## src/rtl/audio_slot_map.vh

```
// Register map, field positions and sequencing constants of the slot buffer block
`ifndef AUDIO_SLOT_MAP_VH
`define AUDIO_SLOT_MAP_VH

// APB byte offsets
`define OFS_CTRL_ONE        12'h000
`define OFS_CTRL_TWO        12'h004
`define OFS_STATUS          12'h008
`define OFS_TX_SLOT_EN      12'h00C
`define OFS_RX_SLOT_EN      12'h010
`define OFS_TX_HOLD_BASE    12'h020
`define OFS_RX_HOLD_BASE    12'h030

// control_reg_one fields
`define C1_ENABLE           15
`define C1_LOOPBACK         11
`define C1_UNDERRUN_FILL    7
`define C1_IDLE_MODE        6
`define C1_JUSTIFY          5
`define C1_ERR_IRQ_EN       0
`define C1_WR_MASK          16'h88E1

// control_reg_two fields
`define C2_BLEN_HI          11
`define C2_BLEN_LO          10
`define C2_FLEN_HI          7
`define C2_FLEN_LO          4
`define C2_WS_HI            3
`define C2_WS_LO            0
`define C2_WR_MASK          16'h0CFF

// serial_interface_status fields
`define ST_TX_EMPTY         0
`define ST_TX_UNDERRUN      1
`define ST_RX_FULL          2
`define ST_RX_OVERRUN       3
`define ST_SLOT_LO          8

// Reset values
`define CTRL_ONE_RST        16'h0000
`define CTRL_TWO_RST        16'h000F
`define SLOT_EN_RST         16'h0000

// Bit clock rising edges from enable to the first buffer transfer
`define START_EDGES         2'h3

`endif

```

## src/rtl/audio_slot_buffer_control.v

```verilog
// Slot-driven buffer sequencing, status flags and serial shifter of the converter serial port
//
// The APB register port and the address map were decided locally.
`include "audio_slot_map.vh"
`default_nettype none

module audio_slot_buffer_control (
    // System
    input  wire        clk_sys_in,
    input  wire        rst_in,
    // APB slave
    input  wire        psel_in,
    input  wire        penable_in,
    input  wire        pwrite_in,
    input  wire [11:0] paddr_in,
    input  wire [31:0] pwdata_in,
    output wire        pready_out,
    output wire        pslverr_out,
    output wire [31:0] prdata_out,
    // Serial link
    input  wire        serial_bit_clock_in,
    input  wire        serial_data_in_in,
    output wire        serial_data_out_out,
    output wire        serial_data_out_oe_n_out,
    output wire        frame_sync_pin_out,
    // Events
    output wire        data_irq_out,
    output wire        error_irq_out,
    output wire        dma_request_out
);

    localparam ST_IDLE  = 2'h0;
    localparam ST_START = 2'h1;
    localparam ST_RUN   = 2'h2;

    // Software registers
    reg  [15:0] ctrl_one_r;
    reg  [15:0] ctrl_two_r;
    reg  [15:0] tx_slot_en_r;
    reg  [15:0] rx_slot_en_r;
    reg  [15:0] tx_hold_r [0:3];
    reg  [15:0] rx_hold_r [0:3];
    reg  [3:0]  tx_written_r;
    reg  [3:0]  underrun_loc_r;
    reg  [3:0]  rx_unread_r;
    reg  [3:0]  overrun_loc_r;
    reg         tx_empty_r;
    reg  [31:0] prdata_r;
    reg         data_irq_r;
    reg         error_irq_r;
    reg         dma_req_r;

    // Link side state
    reg  [15:0] tx_buf_r [0:3];
    reg  [15:0] rx_buf_r [0:3];
    reg  [1:0]  state_r;
    reg  [1:0]  start_cnt_r;
    reg  [3:0]  bit_r;
    reg  [3:0]  slot_r;
    reg  [1:0]  ptr_r;
    reg         pre_r;
    reg  [15:0] tx_sh_r;
    reg  [15:0] rx_sh_r;
    reg         tx_act_r;
    reg         fs_r;
    reg         sck_s1_r;
    reg         sck_s2_r;
    reg         sck_s3_r;
    reg         sdi_s1_r;
    reg         sdi_s2_r;

    integer     i;

    // Decoded fields
    wire        enable_w   = ctrl_one_r[`C1_ENABLE];
    wire        loop_w     = ctrl_one_r[`C1_LOOPBACK];
    wire        fill_w     = ctrl_one_r[`C1_UNDERRUN_FILL];
    wire        idle_md_w  = ctrl_one_r[`C1_IDLE_MODE];
    wire        justify_w  = ctrl_one_r[`C1_JUSTIFY];
    wire [1:0]  blen_w     = ctrl_two_r[`C2_BLEN_HI:`C2_BLEN_LO];
    wire [3:0]  flen_w     = ctrl_two_r[`C2_FLEN_HI:`C2_FLEN_LO];
    wire [3:0]  ws_w       = ctrl_two_r[`C2_WS_HI:`C2_WS_LO];
    wire [3:0]  inuse_w    = (blen_w == 2'h0) ? 4'h1 : (blen_w == 2'h1) ? 4'h3 :
                             (blen_w == 2'h2) ? 4'h7 : 4'hF;

    // Bit clock edges, seen only after the two-stage synchroniser
    wire        rise_w     = sck_s2_r & ~sck_s3_r;
    wire        fall_w     = ~sck_s2_r & sck_s3_r;
    wire        sdo_w      = tx_act_r & tx_sh_r[15];
    wire        sdi_w      = loop_w ? sdo_w : sdi_s2_r;
    wire        slot_tx_w  = tx_slot_en_r[slot_r];
    wire        slot_rx_w  = rx_slot_en_r[slot_r];
    wire        slot_end_w = (state_r == ST_RUN) && fall_w && (bit_r == ws_w) && !pre_r;
    wire        advance_w  = slot_end_w && (slot_tx_w || slot_rx_w);
    wire        xfer_w     = (advance_w && (ptr_r == blen_w)) ||
                             ((state_r == ST_START) && rise_w && (start_cnt_r == `START_EDGES - 2'h1));

    // Position of the next bit on a rising edge
    wire        last_bit_w  = (bit_r == ws_w);
    wire        last_slot_w = (slot_r == flen_w);
    wire [3:0]  nbit_w      = last_bit_w ? 4'h0 : bit_r + 4'h1;
    wire [3:0]  nslot_w     = last_bit_w ? (last_slot_w ? 4'h0 : slot_r + 4'h1) : slot_r;
    wire        ntx_en_w    = tx_slot_en_r[nslot_w];

    // Left justification of the received word
    wire [3:0]  rx_shift_w  = 4'hF - ws_w;
    // Word completed at this slot end, including the bit sampled right now
    wire [15:0] rx_word_w   = {rx_sh_r[14:0], sdi_w} << rx_shift_w;

    // APB decode
    wire        apb_acc_w  = psel_in & penable_in;
    wire        apb_setup_w = psel_in & ~penable_in;
    wire        is_tx_w    = (paddr_in[11:4] == `OFS_TX_HOLD_BASE >> 4) && (paddr_in[1:0] == 2'h0);
    wire        is_rx_w    = (paddr_in[11:4] == `OFS_RX_HOLD_BASE >> 4) && (paddr_in[1:0] == 2'h0);
    wire [1:0]  loc_w      = paddr_in[3:2];
    wire        mapped_w   = is_tx_w || is_rx_w || (paddr_in == `OFS_CTRL_ONE) ||
                             (paddr_in == `OFS_CTRL_TWO) || (paddr_in == `OFS_STATUS) ||
                             (paddr_in == `OFS_TX_SLOT_EN) || (paddr_in == `OFS_RX_SLOT_EN);
    wire        wr_w       = apb_acc_w & pwrite_in & mapped_w;
    wire        rd_w       = apb_acc_w & ~pwrite_in & mapped_w;
    wire [3:0]  rx_rd_w    = (rd_w && is_rx_w) ? (4'h1 << loc_w) : 4'h0;
    wire [3:0]  tx_wr_w    = (wr_w && is_tx_w) ? (4'h1 << loc_w) : 4'h0;

    // Flags are combinations of per-location state restricted to in-use entries
    wire        rx_full_w  = |(rx_unread_r & inuse_w);
    wire        rx_ovr_w   = |(overrun_loc_r & inuse_w);
    wire        tx_unf_w   = |(underrun_loc_r & inuse_w);
    wire [3:0]  unf_new_w  = inuse_w & ~tx_written_r;
    wire [3:0]  ovr_new_w  = inuse_w & rx_unread_r;

    // Status word is built only from hardware state, so writes cannot reach it
    wire [15:0] status_w   = {4'h0, slot_r, 4'h0, rx_ovr_w, rx_full_w, tx_unf_w, tx_empty_r};

    assign pready_out  = 1'b1;
    assign pslverr_out = apb_acc_w & ~mapped_w;
    assign prdata_out  = prdata_r;
    assign serial_data_out_out      = sdo_w;
    assign serial_data_out_oe_n_out = ~tx_act_r & idle_md_w;
    assign frame_sync_pin_out       = fs_r;
    assign data_irq_out    = data_irq_r;
    assign error_irq_out   = error_irq_r;
    assign dma_request_out = dma_req_r;

    // Synchronisers for the bit clock and data pins
    always @(posedge clk_sys_in or posedge rst_in) begin
        if (rst_in) begin
            sck_s1_r <= 1'b0;
            sck_s2_r <= 1'b0;
            sck_s3_r <= 1'b0;
            sdi_s1_r <= 1'b0;
            sdi_s2_r <= 1'b0;
        end else begin
            sck_s1_r <= serial_bit_clock_in;
            sck_s2_r <= sck_s1_r;
            sck_s3_r <= sck_s2_r;
            sdi_s1_r <= serial_data_in_in;
            sdi_s2_r <= sdi_s1_r;
        end
    end

    // Frame and slot sequencer, shifters and the hidden buffer memory
    always @(posedge clk_sys_in or posedge rst_in) begin
        if (rst_in) begin
            state_r     <= ST_IDLE;
            start_cnt_r <= 2'h0;
            bit_r       <= 4'h0;
            slot_r      <= 4'h0;
            ptr_r       <= 2'h0;
            pre_r       <= 1'b0;
            tx_sh_r     <= 16'h0000;
            rx_sh_r     <= 16'h0000;
            tx_act_r    <= 1'b0;
            fs_r        <= 1'b0;
            for (i = 0; i < 4; i = i + 1) begin
                tx_buf_r[i] <= 16'h0000;
                rx_buf_r[i] <= 16'h0000;
            end
        end else begin
            // Buffer transfer: pending holding words become the next words to send
            if (xfer_w) begin
                for (i = 0; i < 4; i = i + 1) begin
                    if (inuse_w[i]) begin
                        if (tx_written_r[i] || fill_w) begin
                            tx_buf_r[i] <= tx_hold_r[i];
                        end else begin
                            tx_buf_r[i] <= 16'h0000;
                        end
                    end
                end
            end
            case (state_r)
                ST_IDLE: begin
                    tx_act_r <= 1'b0;
                    fs_r     <= 1'b0;
                    if (enable_w) begin
                        state_r     <= ST_START;
                        start_cnt_r <= 2'h0;
                    end
                end
                ST_START: begin
                    if (!enable_w) begin
                        state_r <= ST_IDLE;
                    end else if (rise_w) begin
                        start_cnt_r <= start_cnt_r + 2'h1;
                        if (xfer_w) begin
                            state_r <= ST_RUN;
                            ptr_r   <= 2'h0;
                            // One dummy bit lets the early frame sync lead slot 0
                            pre_r   <= 1'b1;
                            bit_r   <= ws_w;
                            slot_r  <= flen_w;
                            fs_r    <= ~justify_w;
                        end
                    end
                end
                ST_RUN: begin
                    if (rise_w) begin
                        pre_r  <= 1'b0;
                        bit_r  <= nbit_w;
                        slot_r <= nslot_w;
                        // Frame sync leads slot 0 by one bit, or coincides with it
                        if (justify_w) begin
                            fs_r <= (nslot_w == 4'h0) && (nbit_w == 4'h0);
                        end else begin
                            fs_r <= (nslot_w == flen_w) && (nbit_w == ws_w);
                        end
                        if (nbit_w == 4'h0) begin
                            tx_act_r <= ntx_en_w;
                            tx_sh_r  <= ntx_en_w ? tx_buf_r[ptr_r] : 16'h0000;
                        end else begin
                            tx_sh_r <= {tx_sh_r[14:0], 1'b0};
                        end
                    end
                    if (fall_w && !pre_r) begin
                        rx_sh_r <= {rx_sh_r[14:0], sdi_w};
                    end
                    // End of slot: store received word and step the shared pointer
                    if (slot_end_w) begin
                        if (slot_rx_w) begin
                            rx_buf_r[ptr_r] <= rx_word_w;
                        end
                        if (advance_w) begin
                            ptr_r <= (ptr_r == blen_w) ? 2'h0 : ptr_r + 2'h1;
                        end
                        // Disable takes effect only at the end of a whole frame
                        if (last_slot_w && !enable_w) begin
                            state_r <= ST_IDLE;
                        end
                    end
                end
                default: begin
                    state_r <= ST_IDLE;
                end
            endcase
        end
    end

    // Software registers, per-location flags and event pulses
    always @(posedge clk_sys_in or posedge rst_in) begin
        if (rst_in) begin
            ctrl_one_r     <= `CTRL_ONE_RST;
            ctrl_two_r     <= `CTRL_TWO_RST;
            tx_slot_en_r   <= `SLOT_EN_RST;
            rx_slot_en_r   <= `SLOT_EN_RST;
            tx_written_r   <= 4'h0;
            underrun_loc_r <= 4'h0;
            rx_unread_r    <= 4'h0;
            overrun_loc_r  <= 4'h0;
            tx_empty_r     <= 1'b0;
            prdata_r       <= 32'h00000000;
            data_irq_r     <= 1'b0;
            error_irq_r    <= 1'b0;
            dma_req_r      <= 1'b0;
            for (i = 0; i < 4; i = i + 1) begin
                tx_hold_r[i] <= 16'h0000;
                rx_hold_r[i] <= 16'h0000;
            end
        end else begin
            // Read data is latched in the setup phase so the access phase needs no wait
            if (apb_setup_w) begin
                prdata_r <= 32'h00000000;
                if (paddr_in == `OFS_CTRL_ONE) prdata_r <= {16'h0000, ctrl_one_r};
                if (paddr_in == `OFS_CTRL_TWO) prdata_r <= {16'h0000, ctrl_two_r};
                if (paddr_in == `OFS_STATUS) prdata_r <= {16'h0000, status_w};
                if (paddr_in == `OFS_TX_SLOT_EN) prdata_r <= {16'h0000, tx_slot_en_r};
                if (paddr_in == `OFS_RX_SLOT_EN) prdata_r <= {16'h0000, rx_slot_en_r};
                if (is_rx_w) prdata_r <= {16'h0000, rx_hold_r[loc_w]};
            end
            if (wr_w) begin
                if (paddr_in == `OFS_CTRL_ONE) ctrl_one_r <= pwdata_in[15:0] & `C1_WR_MASK;
                if (paddr_in == `OFS_CTRL_TWO) ctrl_two_r <= pwdata_in[15:0] & `C2_WR_MASK;
                if (paddr_in == `OFS_TX_SLOT_EN) tx_slot_en_r <= pwdata_in[15:0];
                if (paddr_in == `OFS_RX_SLOT_EN) rx_slot_en_r <= pwdata_in[15:0];
                if (is_tx_w) tx_hold_r[loc_w] <= pwdata_in[15:0];
            end
            // Receive words land in the holding registers at each transfer; the word that
            // closes the buffer bypasses the buffer memory, else it would lag one transfer
            if (xfer_w) begin
                for (i = 0; i < 4; i = i + 1) begin
                    if (inuse_w[i]) begin
                        if (advance_w && slot_rx_w && (ptr_r == i)) begin
                            rx_hold_r[i] <= rx_word_w;
                        end else begin
                            rx_hold_r[i] <= rx_buf_r[i];
                        end
                    end
                end
            end
            // Per-location flags: a transfer event wins over a clearing access
            tx_written_r   <= xfer_w ? 4'h0 : (tx_written_r | tx_wr_w);
            underrun_loc_r <= (underrun_loc_r & ~tx_wr_w) | (xfer_w ? unf_new_w : 4'h0);
            rx_unread_r    <= (rx_unread_r & ~rx_rd_w) | (xfer_w ? inuse_w : 4'h0);
            overrun_loc_r  <= (overrun_loc_r & ~rx_rd_w) | (xfer_w ? ovr_new_w : 4'h0);
            if (xfer_w) begin
                tx_empty_r <= 1'b1;
            end else if (|(tx_wr_w & inuse_w)) begin
                tx_empty_r <= 1'b0;
            end
            data_irq_r  <= xfer_w;
            dma_req_r   <= xfer_w && (blen_w == 2'h0);
            error_irq_r <= xfer_w && ctrl_one_r[`C1_ERR_IRQ_EN] && (|(unf_new_w | ovr_new_w));
        end
    end

endmodule

`default_nettype wire

```

## config.mk

```make
export PLATFORM = sky130hd
export DESIGN_NAME = audio_slot_buffer_control
export DESIGN_NICKNAME = d
export VERILOG_FILES = /design/src/rtl/audio_slot_buffer_control.v
export VERILOG_INCLUDE_DIRS = /design/src /design/src/rtl
export SDC_FILE = /design/constraint.sdc
export NUM_CORES = 1
export LEC_CHECK = 0
export BUFFER_PORTS_ARGS = -buffer_cell sky130_fd_sc_hd__buf_2
export CAP_MARGIN = 20
export CORE_ASPECT_RATIO = 1.4
export CORE_MARGIN = 5
export CORE_UTILIZATION = 28
export CTS_CLUSTER_SIZE = 24
export DETAILED_ROUTE_END_ITERATION = 6
export SLEW_MARGIN = 20
export SYNTH_ARGS = -nofsm -noshare
export SYNTH_HDL_FRONTEND = slang
export SYNTH_SLANG_ARGS = --single-unit
```

## constraint.sdc

```tcl
create_clock -name clk_sys_in -period 17.8 [get_ports clk_sys_in]
set_input_delay 5.34 -clock clk_sys_in [delete_from_list [all_inputs] [get_ports clk_sys_in]]
set_output_delay 5.34 -clock clk_sys_in [all_outputs]
set_load 0.05 [all_outputs]
```

After elaboration in Yosys (flattened, before gate mapping)
Index checks and enable logic that the tools add are counted.
{"block": "totals", "out_inout_bits": 40, "regBits": 409, "in_bits": 51, "wordCells": 288}
{"block": "op_classes", "add_sub_neg": 5, "n_reduce_logical": 74, "n_bitwise": 36, "muxes": 91, "n_lt_le_gt_ge": 6, "shift": 2, "eq_ne": 30}
{"operator": "$mux W16", "count": 17}
{"operator": "$mux W32", "count": 5}
{"operator": "$bwmux W64", "count": 2}
{"operator": "$mux W4", "count": 20}
{"operator": "$bmux W16 S2", "count": 2}
{"operator": "$demux W16 S2", "count": 2}
{"operator": "$and A4 B4 Y4", "count": 8}
{"operator": "$mux W2", "count": 15}
{"operator": "$logic_and A1 B1 Y1", "count": 25}
{"operator": "$eq A12 B4 Y1 const B", "count": 2}
{"operator": "$reduce_and A2 Y1", "count": 11}
{"operator": "$or A4 B4 Y4", "count": 5}
{"operator": "$reduce_or A4 Y1", "count": 5}
{"operator": "$mux W1", "count": 17}
{"operator": "$eq A4 B4 Y1", "count": 4}
{"operator": "$eq A8 B2 Y1 const B", "count": 2}
{"operator": "$pmux W4 S2", "count": 2}
{"operator": "$shl A16 B4 Y16", "count": 1}
{"operator": "$reduce_and A5 Y1", "count": 3}
{"operator": "$ne A2 B2 Y1 const B", "count": 7}
{"operator": "$bmux W1 S4", "count": 3}
{"operator": "$eq A12 B3 Y1 const B", "count": 1}
{"operator": "$eq A12 B5 Y1 const B", "count": 1}
{"operator": "$logic_not A12 Y1", "count": 1}
{"operator": "29 further kinds", "count": 83}

Depth between registers and ports, before layout
{"block": "logic_depth", "depth_word": 15, "mapped_depth": 12, "ltp_nobuf": 9}

Worst setup path before layout
Ideal clock, no wire load.
{"block": "synth_timing", "path_type": "input to output", "startpoint": "in paddr_in[10]", "endpoint": "out pslverr_out", "setup_slack_ps": 4974, "t_arrival_ps": 7486, "path_buffers": 1, "required_time_ps": 12460, "cell_stages": 5, "path_cell_list": "or4_1 or2_1 nor3_2 clkbuf_1 nor4b_1"}
{"block": "synth_via", "elab_chain_len": 10, "elab_cells_between_ends": 17, "cone_classes": "eq/ne: 6; bitwise: 2; reduce/logical: 9"}
{"item": "start: declaration", "line": "audio_slot_buffer_control.v:15", "rtl": "input wire [11:0] paddr_in,"}
{"item": "$eq A8 B2 Y1, on equally long branches", "line": "audio_slot_buffer_control.v:113, audio_slot_buffer_control.v:114"}
{"item": "$logic_and A1 B1 Y1, on equally long branches", "line": "audio_slot_buffer_control.v:113, audio_slot_buffer_control.v:114"}
{"item": "$logic_or A1 B1 Y1 (5 in a row)", "line": "audio_slot_buffer_control.v:116", "rtl": "wire mapped_w = is_tx_w || is_rx_w || (paddr_in == `OFS_CTRL_ONE) ||"}
{"item": "$logic_or A1 B1 Y1 (*)", "line": "audio_slot_buffer_control.v:116"}
{"item": "$not A1 Y1 (*)", "line": "audio_slot_buffer_control.v:135", "rtl": "assign pslverr_out = apb_acc_w & ~mapped_w;"}
{"item": "$and A1 B1 Y1 (*)", "line": "audio_slot_buffer_control.v:135"}
{"item": "end: declaration", "line": "audio_slot_buffer_control.v:18", "rtl": "output wire pslverr_out,"}
Mark *: on every way between the ends. The rest lies on a longest branch, timed or not.

Worst setup path in the final report
{"block": "layout_timing", "startpoint": "in paddr_in[3]", "endpoint": "out pslverr_out"}
{"block": "layout_via", "elab_chain_len": 8, "elab_cells_between_ends": 12, "cone_classes": "eq/ne: 4; bitwise: 2; reduce/logical: 6"}
{"item": "$logic_not A12 Y1 (no line)"}
{"item": "$logic_or A1 B1 Y1 (4 in a row)", "line": "audio_slot_buffer_control.v:116"}
{"item": "$logic_or A1 B1 Y1 (*)", "line": "audio_slot_buffer_control.v:116"}
{"item": "$not A1 Y1 (*)", "line": "audio_slot_buffer_control.v:135"}
{"item": "$and A1 B1 Y1 (*)", "line": "audio_slot_buffer_control.v:135"}
Marked as above.

==> results_dict.tcl <==
set metrics [dict create \
    status "finished, violations left" \
    power_frac_comb_pct 4.1 \
    via_per_inst 5.16 \
    ys_seq_area_share_pct 53.1 \
    avgSynthCellArea_um2 12.1 \
    grt.overflow.total 0 \
    antenna_found_initial 2 \
    drv_cap 0 \
    slew_viol_final 0 \
    ios 91 \
    synth_edf_count 0 \
    grt_pass1_vias 13019 \
    cts_root_buf "clkbuf_16" \
    vias 12575 \
    fin_util_pct 32.0 \
    drt_drc_violations_left 2 \
    rsz0062_at_grt "no" \
    layout-drive-gt1-share_pct 30.8 \
    min_path_type "flip-flop to flip-flop" \
    track_usage_pct 14.2 \
    drt_iter0_drc 894 \
    cp.arrival_ps 7120 \
    finalSetupViolCount 0 \
    netSwitchingFraction_pct 22.9 \
    finalNetCount 1618 \
    die_x_um 227 \
    p_per_area_nw_per_um2 89.1 \
    grt_pass1_wl_um 79400 \
    p_clk_share_pct 47.7 \
    hold_slack_ps 347 \
    critPathKind "input port to output pin" \
    period_needed_ps 12460 \
    netlist_instances 1534 \
    area_growth_pct 13.2 \
    numCtsBuffers 40 \
    htreeDepth 2 \
    worst_ep_required_time_ps 12460 \
    antenna_cells 0 \
    cts_resized 0 \
    dp_hpwl_um 34500 \
    end_kind "output pin" \
    clock_skew_ps 23.6 \
    start_util_pct 28.3 \
    port_buffers 57 \
    seqPwrFrac_pct 48.2 \
    tns_ps 0 \
    wl_um 51100 \
    die_h_um 314 \
    core_um2 65600 \
    yosys_warnings 0 \
    die-area_um2 71500 \
    max_freq_mhz 80.3 \
    hold_viol 0 \
    insertion_delay_ps 560 \
    path_max_fanout 40 \
    fillers 6580 \
    power.net_switching_uw 427 \
    antenna_left 0 \
    clkTransAtPathRegs_ps 60 \
    clk_path_buf_depth 3 \
    rows 111 \
    synthArstFlopShare_pct 100 \
    tightest_slew_ps 1230 \
    synth_seq_cells 393 \
    synth_cell_types 73 \
    slew_headroom_pct 17.3 \
    wl_per_cell_um 21.0 \
    cts_tree "built" \
    final.period_utilization_pct 70.0 \
    power.internal_uw 1440 \
    critPathLaunchType "input port" \
    final_common_cell "dfrtp_1" \
    grt_start_max_net_pins 165 \
    drt_pass1_iterations 7 \
    gp_congestion 0.892 \
    p_leak_uw 0.00962 \
    final_cell_mix "389 x dfrtp_1, 248 x mux2_2, 204 x nand2_1, 108 x o21ai_0, 57 x buf_2" \
    max-vdd-ir-drop_mv 0.0590 \
    cts_hold_buf 0 \
    synth_ff_type "dfrtp_1" \
    cts_sinks 393 \
    synth_area_um2 18500 \
    failed_checks "DRC" \
    cts_setup_buffers 0 \
]
-- final cells by class --
class / count / area (um2) / area share (%)
clock buffer: 54 / 1140 / 5.45
clock inverter: 20 / 260 / 1.24
inverter: 23 / 93.8 / 0.447
multi-input combinational: 1018 / 8110 / 38.7
sequential: 393 / 9840 / 46.9
tap: 847 / 1060 / 5.05
timing repair buffer: 80 / 474 / 2.26
-- critical path, stage by stage --
cell and delay [ps]:
buf_2 80, buf_4 450, nor2_1 190, nand2_1 130, nor3_2 40, buf_4 190
nor4b_1 320, buf_2 330
-- synth_stat cells, types with 3 or more instances --
cell | instances | area (um2)
a222oi_1 | 8 | 80.1
a221oi_1 | 26 | 228
clkbuf_1 | 56 | 210
xnor2_1 | 16 | 140
nor2_2 | 5 | 31.3
mux2_4 | 7 | 105
a31oi_1 | 8 | 50.1
xor2_1 | 5 | 43.8
or3_1 | 5 | 31.3
a21oi_1 | 39 | 195
buf_6 | 3 | 33.8
nor4_1 | 3 | 18.8
buf_2 | 26 | 130
a22o_1 | 8 | 70.1
nor2b_1 | 8 | 50.1
nand4_1 | 10 | 62.6
a211oi_1 | 3 | 22.5
nand3_1 | 29 | 145
inv_1 | 20 | 75.1
and3_1 | 20 | 125
mux2i_1 | 26 | 260
a41oi_1 | 3 | 26.3
o21ai_0 | 111 | 556
nand2_1 | 204 | 766
nor3_1 | 4 | 20.0
nor2_1 | 52 | 195
o21a_1 | 3 | 22.5
a21o_1 | 5 | 37.5
nand2b_1 | 8 | 50.1
o31a_1 | 5 | 43.8
or2_2 | 6 | 37.5
mux4_2 | 45 | 1010
and2_1 | 7 | 43.8
dfstp_2 | 4 | 105
buf_1 | 6 | 22.5
mux2_2 | 248 | 2790
o22ai_1 | 7 | 43.8
buf_4 | 23 | 173
dfrtp_1 | 389 | 9730
and4_1 | 3 | 26.3
o211ai_1 | 7 | 52.6
nand3_2 | 4 | 40.0
a221oi_2 | 7 | 105
ha_1 | 11 | 138
-- power by group through the flow --
stage	registers, uW	clock network (uW)	logic [uW]
2_1_floorplan	920	0	51.1
3_3_place_gp	917	0	76.8
3_5_place_dp	918	0	78.6
4_1_cts	901	917	78.8
5_1_grt	901	948	86.4
6_report	901	892	76.8
-- metrics by stage --
| stage | setup WS, ps | area [um2] | instances | power (uW) |
|---|---|---|---|---|
| after floorplan | 1540 | 18600 | 1549 | 971 |
| after CTS | 5360 | 21000 | 2433 | 1900 |
| after global routing | 5260 | 21000 | 2435 | 1940 |
| after detailed placement | 5380 | 19600 | 2359 | 996 |
| after global placement | 5380 | 19600 | 2359 | 994 |
| final | 5340 | 21000 | 2435 | 1870 |
-- routing by layer --
| metal | vias up | global-route usage (%) | wire length, um |
|---|---|---|---|
| met5 | - | 0 | 0 |
| met4 | 0 | 5.45 | 2160 |
| met3 | 89 | 1.97 | 2310 |
| met2 | 375 | 24.4 | 25600 |
| met1 | 6555 | 18.1 | 21000 |
| li1 | 5556 | - | - |
-- registers in the layout, summed over array words and instances, names as in the netlist, 6 cells and up --
register	cells
prdata_out	16
tx_slot_en_r	16
rx_buf_r	64
tx_hold_r	64
ctrl_one_r	6
tx_sh_r	16
rx_slot_en_r	16
rx_hold_r	64
ctrl_two_r	10
tx_buf_r	64
rx_sh_r	15
-- path summary, 6_finish.rpt --
path / start / end / slack (ps) / cells after the start
setup / recovery: paddr_in[3] / pslverr_out / 5340 / 8
hold / removal: sck_s1_r / sck_s2_r / 350 / 0
setup reg to reg: slot_r[0] / rx_hold_r[16] / 13850 / 7
hold reg to reg: sck_s1_r / sck_s2_r / 350 / 0
max in group asynchronous: rst_in / rx_buf_r[21] / 10790 / 4
min in group asynchronous: rst_in / sdi_s1_r / 4860 / 2
-- cell families after synthesis --
logic type / after synthesis / share of synthesized area, %
AOI/OAI and AO/OA: 258 / 9.15
xor gates and xnor gates: 21 / 0.993
adders and majority gates: 12 / 0.797
buffers and inverters: 138 / 3.65
DFF: 393 / 53.1
muxes: 328 / 22.8
other: 2 / 0.0405
and+or+nand+nor: 382 / 9.47
No activity file was read; power rests on OpenSTA's default activity.
